==> src/logic/wdt_map.svh <==
// Purpose: Register map, field positions, reset values and counts of the watchdog
// Assumes: Byte-wide registers placed on a 32-bit address port
// Notes: Included by the package and by the verification files
`ifndef WDT_MAP_SVH
`define WDT_MAP_SVH

// ----------------------------------------
// Register offsets (byte addresses)
// ----------------------------------------
`define WDT_ADDR_MODE 32'hFFFFF6D0
`define WDT_ADDR_KEY 32'hFFFFF6D4
`define WDT_ADDR_STAT 32'hFFFFF6D8

// ----------------------------------------
// Reset and key values
// ----------------------------------------
`define WDT_MODE_RST 7'h67
`define WDT_KEY_READ 8'h9A
`define WDT_KEY_OK 8'hAC
`define WDT_STOP_CODE 5'h1F

// ----------------------------------------
// Mode register fields
// ----------------------------------------
`define WDT_MODE_HI 6
`define WDT_MODE_LO 5
`define WDT_CODE_HI 4
`define WDT_CODE_LO 0
`define WDT_CODE_FXX_BIT 3

// ----------------------------------------
// Status register fields
// ----------------------------------------
`define WDT_STAT_WRITTEN 0
`define WDT_STAT_RUNNING 1
`define WDT_STAT_LOCK 2
`define WDT_STAT_NMI_MODE 3

// ----------------------------------------
// Counting
// ----------------------------------------
`define WDT_OSC_BASE_POW 5'd12
`define WDT_FXX_BASE_POW 5'd16
`define WDT_CNT_W 23
`define WDT_SYNC_STAGES 2

`endif

==> src/logic/wdt_pkg.sv <==
// Purpose: Types shared by the watchdog modules
// Assumes: Constants come from wdt_map.svh
// Notes: State structs hold every flip-flop of each module
`include "wdt_map.svh"

package wdt_pkg;

    typedef enum logic [1:0] {
        MODE_STOP,
        MODE_NMI,
        MODE_RESET
    } wdt_mode_t;

    typedef struct packed {
        logic sync_a;
        logic sync_b;
        logic prev;
    } tick_state_t;

    typedef struct packed {
        logic [6:0] mode;
        logic written;
        logic [`WDT_CNT_W-1:0] cnt;
        logic [7:0] rdata;
        logic rst_pulse;
        logic nmi_pulse;
        logic lock_a;
        logic lock_b;
    } wdt_state_t;

endpackage

==> src/logic/tick_if.sv <==
// Purpose: Carries the count enable and source choice between watchdog modules
// Assumes: Both ends on clk
// Notes: One-cycle enable per source period
`timescale 1ns/10ps

interface tick_if;
    logic use_osc;
    logic src_en;

    modport gen (
        input use_osc,
        output src_en
    );

    modport use_end (
        output use_osc,
        input src_en
    );
endinterface

==> src/logic/osc_tick.sv <==
// Purpose: Turns the selected count source into a one-cycle enable on clk
// Assumes: internal_osc_clk is far slower than clk
// Notes: Main clock source enables every cycle
`timescale 1ns/10ps

module osc_tick
    import wdt_pkg::*;
(
    // Clock and reset
    input wire logic clk,
    input wire logic nrst,
    // Internal oscillator pin
    input wire logic internal_osc_clk,
    // Enable toward the counter
    tick_if.gen tk
);

    tick_state_t st_ff;
    tick_state_t nxt_st;

    always_comb begin
        nxt_st = st_ff;
        nxt_st.sync_a = internal_osc_clk;
        nxt_st.sync_b = st_ff.sync_a;
        nxt_st.prev = st_ff.sync_b;
    end

    always_ff @(posedge clk) begin
        if (!nrst) begin
            st_ff <= '0;
        end else begin
            st_ff <= nxt_st;
        end
    end

    // Rising edge seen only after both sync stages
    assign tk.src_en = tk.use_osc ? (st_ff.sync_b & ~st_ff.prev) : 1'b1;

endmodule

==> src/logic/write_once_watchdog_timer.sv <==
// Purpose: Default-running watchdog with write-once mode and keyed restart
// Assumes: clk is the main clock fxx at 10 MHz; byte registers on a plain port
// Notes: Overflow requests are one-cycle pulses from flip-flops
//
// Notes on behaviour
// Counts in reset mode right after reset
// Mode register: byte access, one write only
// Mode register resets to 67H
// Mode field: stop, NMI, or reset
// Codes 0-7: oscillator over 2^12..2^19
// Codes 8-15: main clock over 2^16..2^23
// Writing 1FH stops the watchdog
// Lock bit forces reset mode
// Lock bit: nothing but reset stops it
// Lock bit: oscillator source, eight intervals only
// Second mode write forces overflow, clears counter
// Key ACH clears counter, restarts count
// Other key value forces overflow
// Bit access to key forces overflow
// Key register always reads 9AH; bit reads here give 00H
// Key register takes byte reads, writes
// Software avoids mode access on slow clocks
// Software writes mode register once anyway
// Interval elapsed unkept raises reset or NMI
// Mode bit 7 reads zero, ignores writes
// Overflow gives one-cycle pulse on output
`timescale 1ns/10ps

module write_once_watchdog_timer
    import wdt_pkg::*;
(
    // Clock and reset
    input wire logic clk,
    input wire logic nrst,
    // Register port
    input wire logic [31:0] addr,
    input wire logic [7:0] wdata,
    input wire logic wr,
    input wire logic rd,
    input wire logic bit_op,
    output logic [7:0] rdata,
    // Count source and option pin
    input wire logic internal_osc_clk,
    input wire logic option_lock_bit,
    // Overflow requests
    output logic overflow_reset_req,
    output logic overflow_nmi_req
);

    // ----------------------------------------
    // Helpers
    // ----------------------------------------
    function automatic logic [`WDT_CNT_W-1:0] limit_of(input logic [4:0] pow);
        logic [`WDT_CNT_W:0] full;
        full = ({{`WDT_CNT_W{1'b0}}, 1'b1} << pow) - {{`WDT_CNT_W{1'b0}}, 1'b1};
        return full[`WDT_CNT_W-1:0];
    endfunction

    function automatic logic hit(input logic [31:0] a, input logic [31:0] target);
        return a == target;
    endfunction

    // ----------------------------------------
    // State
    // ----------------------------------------
    wdt_state_t st_ff;
    wdt_state_t nxt_st;

    tick_if tk ();

    osc_tick u_tick (
        .clk(clk),
        .nrst(nrst),
        .internal_osc_clk(internal_osc_clk),
        .tk(tk)
    );

    // ----------------------------------------
    // Decoded configuration
    // ----------------------------------------
    logic locked;
    logic [4:0] code;
    logic [1:0] mode_field;
    wdt_mode_t eff_mode;
    logic use_osc;
    logic [4:0] pow;
    logic [`WDT_CNT_W-1:0] limit;
    logic running;

    always_comb begin
        locked = st_ff.lock_b;
        code = st_ff.mode[`WDT_CODE_HI:`WDT_CODE_LO];
        mode_field = st_ff.mode[`WDT_MODE_HI:`WDT_MODE_LO];
        if (locked) begin
            eff_mode = MODE_RESET;
        end else if (code == `WDT_STOP_CODE) begin
            eff_mode = MODE_STOP;
        end else begin
            case (mode_field)
                2'b00: eff_mode = MODE_STOP;
                2'b01: eff_mode = MODE_NMI;
                default: eff_mode = MODE_RESET;
            endcase
        end
        // Lock ignores the source bit, keeping 2^12..2^19 only
        use_osc = locked | ~code[`WDT_CODE_FXX_BIT];
        if (use_osc) begin
            pow = `WDT_OSC_BASE_POW + {2'b00, code[2:0]};
        end else begin
            pow = `WDT_FXX_BASE_POW + {2'b00, code[2:0]};
        end
        limit = limit_of(pow);
        running = eff_mode != MODE_STOP;
    end

    assign tk.use_osc = use_osc;

    // ----------------------------------------
    // Access decode
    // ----------------------------------------
    logic wr_mode;
    logic wr_key;
    logic rd_mode;
    logic rd_key;
    logic rd_stat;

    always_comb begin
        // Mode register is byte only; bit accesses do nothing
        wr_mode = wr & ~bit_op & hit(addr, `WDT_ADDR_MODE);
        rd_mode = rd & ~bit_op & hit(addr, `WDT_ADDR_MODE);
        wr_key = wr & hit(addr, `WDT_ADDR_KEY);
        rd_key = rd & hit(addr, `WDT_ADDR_KEY);
        rd_stat = rd & hit(addr, `WDT_ADDR_STAT);
    end

    // ----------------------------------------
    // Overflow causes
    // ----------------------------------------
    logic force_mode;
    logic force_key;
    logic restart;
    logic natural;
    logic overflow;

    always_comb begin
        force_mode = wr_mode & st_ff.written;
        // Any bit access to the key register trips, read or write
        force_key = (wr_key & (bit_op | (wdata != `WDT_KEY_OK)))
            | (rd_key & bit_op);
        restart = wr_key & ~bit_op & (wdata == `WDT_KEY_OK);
        natural = running & tk.src_en & (st_ff.cnt == limit);
        overflow = force_mode | force_key | natural;
    end

    // ----------------------------------------
    // Next state
    // ----------------------------------------
    always_comb begin
        nxt_st = st_ff;
        nxt_st.lock_a = option_lock_bit;
        nxt_st.lock_b = st_ff.lock_a;

        if (wr_mode && !st_ff.written) begin
            nxt_st.mode = wdata[6:0];
            nxt_st.written = 1'b1;
        end

        if (overflow || restart || !running) begin
            nxt_st.cnt = '0;
        end else if (tk.src_en) begin
            nxt_st.cnt = st_ff.cnt + {{(`WDT_CNT_W-1){1'b0}}, 1'b1};
        end

        // Forced overflow while stopped still resets the part
        nxt_st.nmi_pulse = overflow & (eff_mode == MODE_NMI);
        nxt_st.rst_pulse = overflow & (eff_mode != MODE_NMI);

        nxt_st.rdata = 8'h00;
        if (rd_mode) begin
            nxt_st.rdata = {1'b0, st_ff.mode};
        end else if (rd_key && !bit_op) begin
            nxt_st.rdata = `WDT_KEY_READ;
        end else if (rd_stat) begin
            nxt_st.rdata[`WDT_STAT_WRITTEN] = st_ff.written;
            nxt_st.rdata[`WDT_STAT_RUNNING] = running;
            nxt_st.rdata[`WDT_STAT_LOCK] = locked;
            nxt_st.rdata[`WDT_STAT_NMI_MODE] = eff_mode == MODE_NMI;
        end
    end

    // ----------------------------------------
    // Registers
    // ----------------------------------------
    always_ff @(posedge clk) begin
        if (!nrst) begin
            st_ff <= '0;
            st_ff.mode <= `WDT_MODE_RST;
        end else begin
            st_ff <= nxt_st;
        end
    end

    // Read data is held for exactly the cycle after the strobe
    assign rdata = st_ff.rdata;
    assign overflow_reset_req = st_ff.rst_pulse;
    assign overflow_nmi_req = st_ff.nmi_pulse;

endmodule

==> config.mk <==
export PLATFORM = sky130hd
export DESIGN_NAME = write_once_watchdog_timer
export DESIGN_NICKNAME = d
export VERILOG_FILES = /design/src/logic/wdt_pkg.sv /design/src/logic/tick_if.sv /design/src/logic/osc_tick.sv /design/src/logic/write_once_watchdog_timer.sv
export VERILOG_INCLUDE_DIRS = /design/src /design/src/logic
export SDC_FILE = /design/constraint.sdc
export NUM_CORES = 1
export LEC_CHECK = 0
export ABC_AREA = 1
export BUFFER_PORTS_ARGS = -buffer_cell sky130_fd_sc_hd__clkbuf_2
export CORE_ASPECT_RATIO = 0.7
export CORE_UTILIZATION = 25
export DETAILED_ROUTE_END_ITERATION = 12
export GPL_ROUTABILITY_DRIVEN = 0
export GPL_TIMING_DRIVEN = 0
export SLEW_MARGIN = 0
export SYNTH_ARGS = -nofsm -noshare
export SYNTH_HDL_FRONTEND = slang
export SYNTH_SLANG_ARGS = --single-unit
==> constraint.sdc <==
create_clock -name clk -period 3.79 [get_ports clk]
set_input_delay 0 -clock clk [delete_from_list [all_inputs] [get_ports clk]]
set_output_delay 0 -clock clk [all_outputs]
set_load 0.05 [all_outputs]
### After elaboration in Yosys (flattened, before gate mapping)

Index checks and enable logic that the tools add are counted.
Widths: inputs -> output; s select.

* register bits after elaboration: 46
* input bits: 47
* word-level logic and storage cells: 73

* add/sub/neg operators: 4
* equality and inequality tests: 10
* shifts and indexed selects: 1
* mux-type cells: 9
* bitwise gates (word level): 26
* reductions and logical operators: 11

Operators with widths (count)
* $eq 32x32->1 const B: 3
* $add 23x1->23 const B: 1
* $eq 23x23->1: 1
* $shl 1x5->23 const A: 1
* $sub 23x1->23 const B: 1
* $and 1x1->1: 17
* $mux 4: 3
* $eq 8x8->1 const B: 1
* $ne 8x8->1 const B: 1
* $mux 7: 1
* $add 4x3->5 const A: 1
* $add 5x3->5 const A: 1
* $eq 5x5->1 const B: 1
* $mux 5: 1
* $or 1x1->1: 5
* $eq 2x1->1 const B: 2
* $mux 2: 2
* $not 1->1: 4
* $pmux 2 s2: 1
* $reduce_or 2->1: 2
* $logic_not 1->1: 3
* $logic_and 1x1->1: 2
* $logic_not 2->1: 1
* $logic_or 1x1->1: 2
* other kinds (3): 3

### Longest topological paths before layout

Gate-level depths: netlist (run 1).

* word-level depth: 11
* depth in mapped cells: 22
* gate-level depth less buffers: 21

### Cells and area by module

A second synthesis (run 1) with hierarchy kept.

* cells, all modules: 552
* area, all modules: 3429.5 µm²

By module, submodules not included
* write_once_watchdog_timer: instances 1, cells each 540, area each 3335.7 µm²
* osc_tick: instances 1, cells each 12, area each 93.8 µm²

### Worst setup path after synthesis (run 1)

No wires, ideal clock.

* kind: register -> register
* start point: reg st_ff (netlist bit locked)
* end point: reg st_ff[12] (netlist name)
* setup time: 0.116 ns
* arrival: 2.555 ns
* data required time: 3.674 ns
* slack: 1.119 ns
* cell stages (with the launch flop): 21
* path buffers: 2
* period minus slack after synthesis: 2.671 ns
* path through: dfxtp_1 inv_1 nand2_1 ha_1 nand2_1 buf_2 nor2_1 nand2_1 ha_1 o21ai_0 nor2_1 nand2_1 nand2_1 nand3_1 nor2_1 nand2_1 nor2_1 nand4_1 nand3_2 buf_6 nor2_1

* cells in the longest elaborated chain, start to end: 10
* elaborated cells between the ends (all ways): 15

Ends and longest elaborated chain
* start, declared: line write_once_watchdog_timer.sv:66 `wdt_state_t st_ff;`
* start signal, assigned: line write_once_watchdog_timer.sv:199 `st_ff <= nxt_st;`
* $or 1x1->1: line write_once_watchdog_timer.sv:106 `` use_osc = locked | ~code[`WDT_CODE_FXX_BIT]; ``
* $mux 5: line write_once_watchdog_timer.sv:107 `if (use_osc) begin`
* $shl 1x5->23: line write_once_watchdog_timer.sv:55 `` full = ({{`WDT_CNT_W{1'b0}}, 1'b1} << pow) - {{`WDT_CNT_W{1'b0}}, 1'b1}; ``
* $sub 23x1->23: line write_once_watchdog_timer.sv:55
* $eq 23x23->1: line write_once_watchdog_timer.sv:151 `natural = running & tk.src_en & (st_ff.cnt == limit);`
* $and 1x1->1: line write_once_watchdog_timer.sv:151
* $or 1x1->1: line write_once_watchdog_timer.sv:152 `overflow = force_mode | force_key | natural;`
* $logic_or 1x1->1 (2 in series): line write_once_watchdog_timer.sv:168 `if (overflow || restart || !running) begin`
* $reduce_or 2->1 (no line)

Parallel ways exist; a longest one is shown, timed or not.
A chain may end at the register's enable or synchronous reset.

### Worst setup path after layout (run 1)

* start point: reg st_ff (netlist bit locked)
* end point: reg st_ff[24] (netlist name)

The elaborated chain is that of the path after synthesis.

==> impl_metrics.tcl, run 1 <==
set metrics [dict create \
    yosys_warnings 0 \
    setup_viol 0 \
    clkSinkCount 46 \
    ir_worst_vdd_uv 156.2 \
    clock_latency_ps 290 \
    io_buffers 55 \
    avgSynthCellArea_sq_um 6.276 \
    dr_wl_met3_um 720 \
    final_util_pct 32.27 \
    drv_cap 0 \
    place_area_sq_um 3597 \
    slew-limit-headroom_pct 58.86 \
    initial_utilization_pct 26.19 \
    met1Wirelength_mm 4.768 \
    synthArstFlopShare_pct 0 \
    ant_nets 0 \
    synthCells 498 \
    dr.pass1.iters 7 \
    period_minus_slack_ps 3399 \
    drt_iter0_drc 288 \
    combPwrFrac_pct 6.6 \
    clock_skew_ps 4.968 \
    p_sw_share_pct 20.56 \
    wl_met2_mm 3.416 \
    synth_common_cells "nand2_1 (130), nor2_1 (87), inv_1 (63), dfxtp_1 (46), nand3_1 (40)" \
    hold_viol_final 0 \
    drive_above_1_share_pct 14.26 \
    power_density_nw_per_um2 277.0 \
    wl_per_cell_um 12.46 \
    clock_path_buffers 2 \
    coreArea_sq_um 11930 \
    synth_top_area_share_pct 29.46 \
    grt_util_all_layers_pct 15.14 \
    core.rowCount 33 \
    path_clk_slew_ps 60 \
    drc 0 \
    syn_area_sq_um 3125 \
    synth_edf_count 0 \
    worst_pin_slew_ps 611.4 \
    fin_setup_tns_ps 0 \
    critPathRequiredTime_ps 3970 \
    yosysMostFrequentCell "nand2_1" \
    p_switching_mw 0.2193 \
    num_antenna_cells 0 \
    hp-class "primary input to flop" \
    h-tree-depth 2 \
    synth.area.top_cells "dfxtp_1 (29%), nand2_1 (16%), nor2_1 (10%)" \
    root_buffer "clkbuf_16" \
    ys_dominant_reg_cell "dfxtp_1" \
    clockPowerShare_pct 47.6 \
    rsz0062_at_grt "false" \
    final_nets 619 \
    synth-seq-cells 46 \
    fmax_ghz 0.2942 \
    die-height_um 95.55 \
    synth_cell_type_count 30 \
    grt_pass1_wl_mm 15.17 \
    sequentialPowerShare_pct 45.8 \
    vias_per_cell 4.594 \
    cp_max_fo 10 \
    cts_tree "yes" \
    drt_wl_total_mm 9.031 \
    die-area_sq_um 12960 \
    worstSetupPathType "flop to flop" \
    synth_area_leader_cell "dfxtp_1" \
    antenna_found_initial 0 \
    leakage_nw 1.795 \
    maxSlewViolCount 0 \
    status "finished clean" \
    top_layer "met4" \
    cp.arrival_ps 3580 \
    cts-buffers-inserted 5 \
    grt_max_degree 14 \
    grt-ovfl-total 0 \
    ys_seq_area_share_pct 29.46 \
    dp_hpwl_mm 7.331 \
    routed-via-count 3331 \
    areaGrowthSynthToFinish_pct 23.22 \
    whs_ps 16.91 \
    fin_crit_sh_pct 89.68 \
    io_pins 57 \
    worstSetupStartpointType "flop" \
    dieWidth_um 135.6 \
    total_power_mw 1.067 \
    endpoint_kind "flop" \
    post-route-cell-area_sq_um 3851 \
    p_int_mw 0.8474 \
    grt_pass1_vias 3125 \
    synth_nets 549 \
]
## sequential cells by signal, indices dropped and copies added, names as in the netlist
register,count
overflow_reset_req,1
rdata,8
locked,1
code,5
nxt_st,1
u_tick.st_ff,1
overflow_nmi_req,1
mode_field,2
u_tick.nxt_st,2
st_ff,24
## final cells by class
class | count | area, sq um
plain buffers | 15 | 105.1
clock buffers | 6 | 138.9
clock inverters | 1 | 30.03
fillers | 1283 | 8082
inverters | 63 | 236.5
multi-input cells | 374 | 1868
flip-flops and latches | 46 | 920.9
well taps | 157 | 196.4
repair buffers | 63 | 355.3
## worst max-delay path, stage by stage, from the launching register on
cell     delay, ps
dfxtp_1        350
inv_1           80
nand2_1        120
ha_1           390
nand2_1         90
buf_2          200
nor2_2         210
nand2_1        140
ha_2           350
xnor2_1         60
nor2_1         130
nand2_1        120
nor2_1         150
nand2_1         60
nor2_1          90
nand2_1        110
nor2_1         100
nand4_1        140
nand3_2        190
buf_6          170
nor2_1          50
## cells in the final DEF (no fill, tap or decap), types with 5 or more instances in the layout
cell,count
nand2_1,130
nor2_1,86
inv_1,63
clkbuf_2,55
dfxtp_1,46
nand3_1,40
xor2_1,31
nand4_1,18
nor3_1,13
o21ai_0,9
o211ai_1,8
buf_4,8
dlygate4sd3_1,8
xnor2_1,7
a21oi_1,6
nor4_1,6
clkbuf_16,5
## power groups by stage
stage | registers [mW] | clock network, mW | logic (mW)
floorplan | 0.499 | 0 | 0.0307
global placement | 0.499 | 0 | 0.0618
detailed placement | 0.499 | 0 | 0.0626
CTS | 0.488 | 0.518 | 0.0693
global route | 0.488 | 0.534 | 0.0796
finish | 0.488 | 0.508 | 0.0702
## final timing paths
check                                                 start                          end  slack (ps)  cells after the start
worst max-delay path                      locked$_SDFF_PN0_       st_ff[24]$_SDFFE_PP0P_         390                     20
worst min-delay path                               wdata[1]         code[1]$_SDFFE_PN1P_          20                      3
worst max register to register            locked$_SDFF_PN0_       st_ff[24]$_SDFFE_PP0P_         390                     20
worst min register to register  u_tick.nxt_st[1]$_SDFF_PN0_  u_tick.nxt_st[0]$_SDFF_PN0_         410                      2
## kinds of logic after synthesis
kind of cell	synth area share [%]
and+or+nand+nor	41.63
muxes	0.3203
buffers and inverters	10.93
xor gates and xnor gates	10.65
adders and majority gates	1.601
DFF	29.46
AOI/OAI and AO/OA	5.285
other	0.1200
## layer usage
metal	global-route usage, %	vias to the layer above
met3	3.190	9
met5	0	-
met1	22.38	1487
met2	21.43	111
met4	4.682	0
li1	-	1724
## repair_timing
| action | 4_1_cts | 5_1_grt |
|---|---|---|
| hold buffers | 8 | 0 |
| buffers inserted | 0 | 0 |
| setup endpoints to repair | 0 | 20 |
| resized for setup | 0 | 2 |
| endpoints found under the hold margin | 8 | 0 |
## metrics by stage
| stage | setup slack [ps] | cells |
|---|---|---|
| after global routing | 51.53 | 725 |
| final | 391.2 | 725 |
| after detailed placement | 393.8 | 710 |
| after global placement | 388.4 | 710 |
| after CTS | 364.5 | 725 |
| after floorplan | 1119 | 498 |
No activity file was read; power rests on OpenSTA's default activity.
==> inputs of run 2 (changes only) <==
--- a/config.mk
+++ b/config.mk
@@ -13,6 +13,7 @@
 export DETAILED_ROUTE_END_ITERATION = 12
 export GPL_ROUTABILITY_DRIVEN = 0
 export GPL_TIMING_DRIVEN = 0
+export RECOVER_POWER = 100
 export SLEW_MARGIN = 0
 export SYNTH_ARGS = -nofsm -noshare
 export SYNTH_HDL_FRONTEND = slang
==> run 2 against run 1 <==
  * Wire length is essentially flat
  * Global-route usage is the same
  * Sequential power is essentially flat
  * Sequential share of layout area grew 0.086 points
  * Worst setup slack lost 1.2 ps
  * Power is essentially flat
  * Clock power is essentially flat
  * Cell count is the same
  * Critical endpoint unchanged
  * Via count grew 0.45%
  * Highest routed layer unchanged
==> impl_metrics.tcl, run 2 (synthesis results as in run 1) <==
set metrics [dict create \
    setup_viol 0 \
    core.rowCount 33 \
    top_register "st_ff" \
    leakage_nw 1.759 \
    mostFrequentLayoutCells "nand2_1 (130), nor2_1 (86), inv_1 (63)" \
    crit_end "st_ff[24]$_SDFFE_PP0P_" \
    cp.arrival_ps 3580 \
    status "finished clean" \
    clock_path_buffers 2 \
    dp_cells 710 \
    timing.rr.end "st_ff[24]$_SDFFE_PP0P_" \
    final_util_pct 32.16 \
    fin_crit_sh_pct 89.71 \
    grt_pass1_wl_mm 15.17 \
    hold_start "wdata[1]" \
    post-route-cell-area_sq_um 3837 \
    ir_worst_vdd_uv 156.2 \
    slew-limit-headroom_pct 58.86 \
    drv_cap 0 \
    total_power_mw 1.067 \
    crit_path_top_delay_cell "ha_1" \
    io_pins 57 \
    rr_startpoint "locked$_SDFF_PN0_" \
    coreArea_sq_um 11930 \
    vias_per_cell 4.615 \
    antenna_found_initial 0 \
    ff2ff_path_depth 20 \
    critical_path.n_buffers_inverters 3 \
    grt_max_degree 14 \
    pre_cts_slack_ps 393.8 \
    drt_wl_total_mm 9.040 \
    grt_util_all_layers_pct 15.14 \
    maxSlewViolCount 0 \
    cpPeakStageDelay_ps 390 \
    die-height_um 95.55 \
    power_density_nw_per_um2 278.0 \
    clock_skew_ps 4.908 \
    initial_utilization_pct 26.19 \
    fin_setup_tns_ps 0 \
    hold_viol_final 0 \
    critPathRequiredTime_ps 3970 \
    worstPathCellList "inv_1 -> nand2_1 -> ha_1 -> nand2_1 -> buf_2 -> nor2_2 -> nand2_1 -> ha_2 -> xnor2_1 -> nor2_1 -> nand2_1 -> nor2_1 -> nand2_1 -> nor2_1 -> nand2_1 -> nor2_1 -> nand4_1 -> nand3_2 -> buf_6 -> nor2_1" \
    endpoint_kind "flop" \
    areaGrowthSynthToFinish_pct 22.78 \
    cts-buffers-inserted 5 \
    met1Wirelength_mm 4.781 \
    io_buffers 55 \
    crit_path_start "locked$_SDFF_PN0_" \
    grt-ovfl-total 0 \
    worstSetupStartpointType "flop" \
    largest_register_ff_count 24 \
    dp_hpwl_mm 7.331 \
    num_antenna_cells 0 \
    h-tree-depth 2 \
    dieWidth_um 135.6 \
    place_area_sq_um 3597 \
    wl_met2_mm 3.411 \
    path_depth 20 \
    final_nets 619 \
    whs_path_depth 3 \
    drive_above_1_share_pct 12.32 \
    fmax_ghz 0.2941 \
    die-area_sq_um 12960 \
    period_minus_slack_ps 3400 \
    reg2reg_slack_ps 390 \
    routed-via-count 3346 \
    worstSetupPathType "flop to flop" \
    rsz0062_at_grt "false" \
    clkSinkCount 46 \
    dr_wl_met3_um 715 \
    critPathTopFamily "simple AND/OR/NAND/NOR gates" \
    drt_iter0_drc 288 \
    fillers 1283 \
    cts_tree "yes" \
    hp-class "primary input to flop" \
    ant_nets 0 \
    path_clk_slew_ps 60 \
    whs_ps 16.93 \
    final_common_cell "nand2_1" \
    cp_max_fo 10 \
    drc 0 \
    crit_top_cell "nand2_1" \
    finalWorstSetupSlack_ps 390.0 \
    worst_pin_slew_ps 611.4 \
    fin_cells 725 \
    dr.pass1.iters 5 \
    root_buffer "clkbuf_16" \
    top_layer "met4" \
    clock_latency_ps 290 \
    wl_per_cell_um 12.47 \
    grt_pass1_vias 3125 \
]
## run 2: timing repair
item | 4_1_cts | 5_1_grt
gates resized for setup | 0 | 2
hold endpoints to repair | 8 | 0
hold buffers | 8 | 0
setup endpoints to repair | 0 | 20
setup buffers | 0 | 0
## run 2: layout make-up
cell class	instances	area (sq um)	area share [%]
inverters	63	236.5	6.162
multi-input cells	374	1868	48.68
plain buffers	15	103.9	2.706
clock inverters	1	30.03	0.7825
well taps	157	196.4	5.119
clock buffers	6	138.9	3.619
flip-flops and latches	46	920.9	24.00
repair buffers	63	342.8	8.934
## run 2: power by group
group	internal, mW	leakage, nW	switching, mW
registers	0.486	0.372	0.00201
clock network	0.326	0.0829	0.183
logic	0.0355	1.30	0.0348
total	0.847	1.76	0.219
## run 2: worst min-delay path by stage
stage,endpoint,slack [ps]
2_1_floorplan,nxt_st[0]$_SDFF_PN0_,100
3_3_place_gp,u_tick.nxt_st[1]$_SDFF_PN0_,190
3_5_place_dp,u_tick.nxt_st[1]$_SDFF_PN0_,190
4_1_cts,code[1]$_SDFFE_PN1P_,10
5_1_grt,code[1]$_SDFFE_PN1P_,20
6_report,code[1]$_SDFFE_PN1P_,20
## run 2: metal layers
metal / GRT usage (%) / vias up
met4: 4.682 / 0
met5: 0 / -
li1: - / 1723
met1: 22.38 / 1494
met2: 21.43 / 116
met3: 3.190 / 13
## run 2: worst min-delay path, stage by stage
cell and delay (ps):
clkbuf_2 100, nand2_1 80, o211ai_1 90
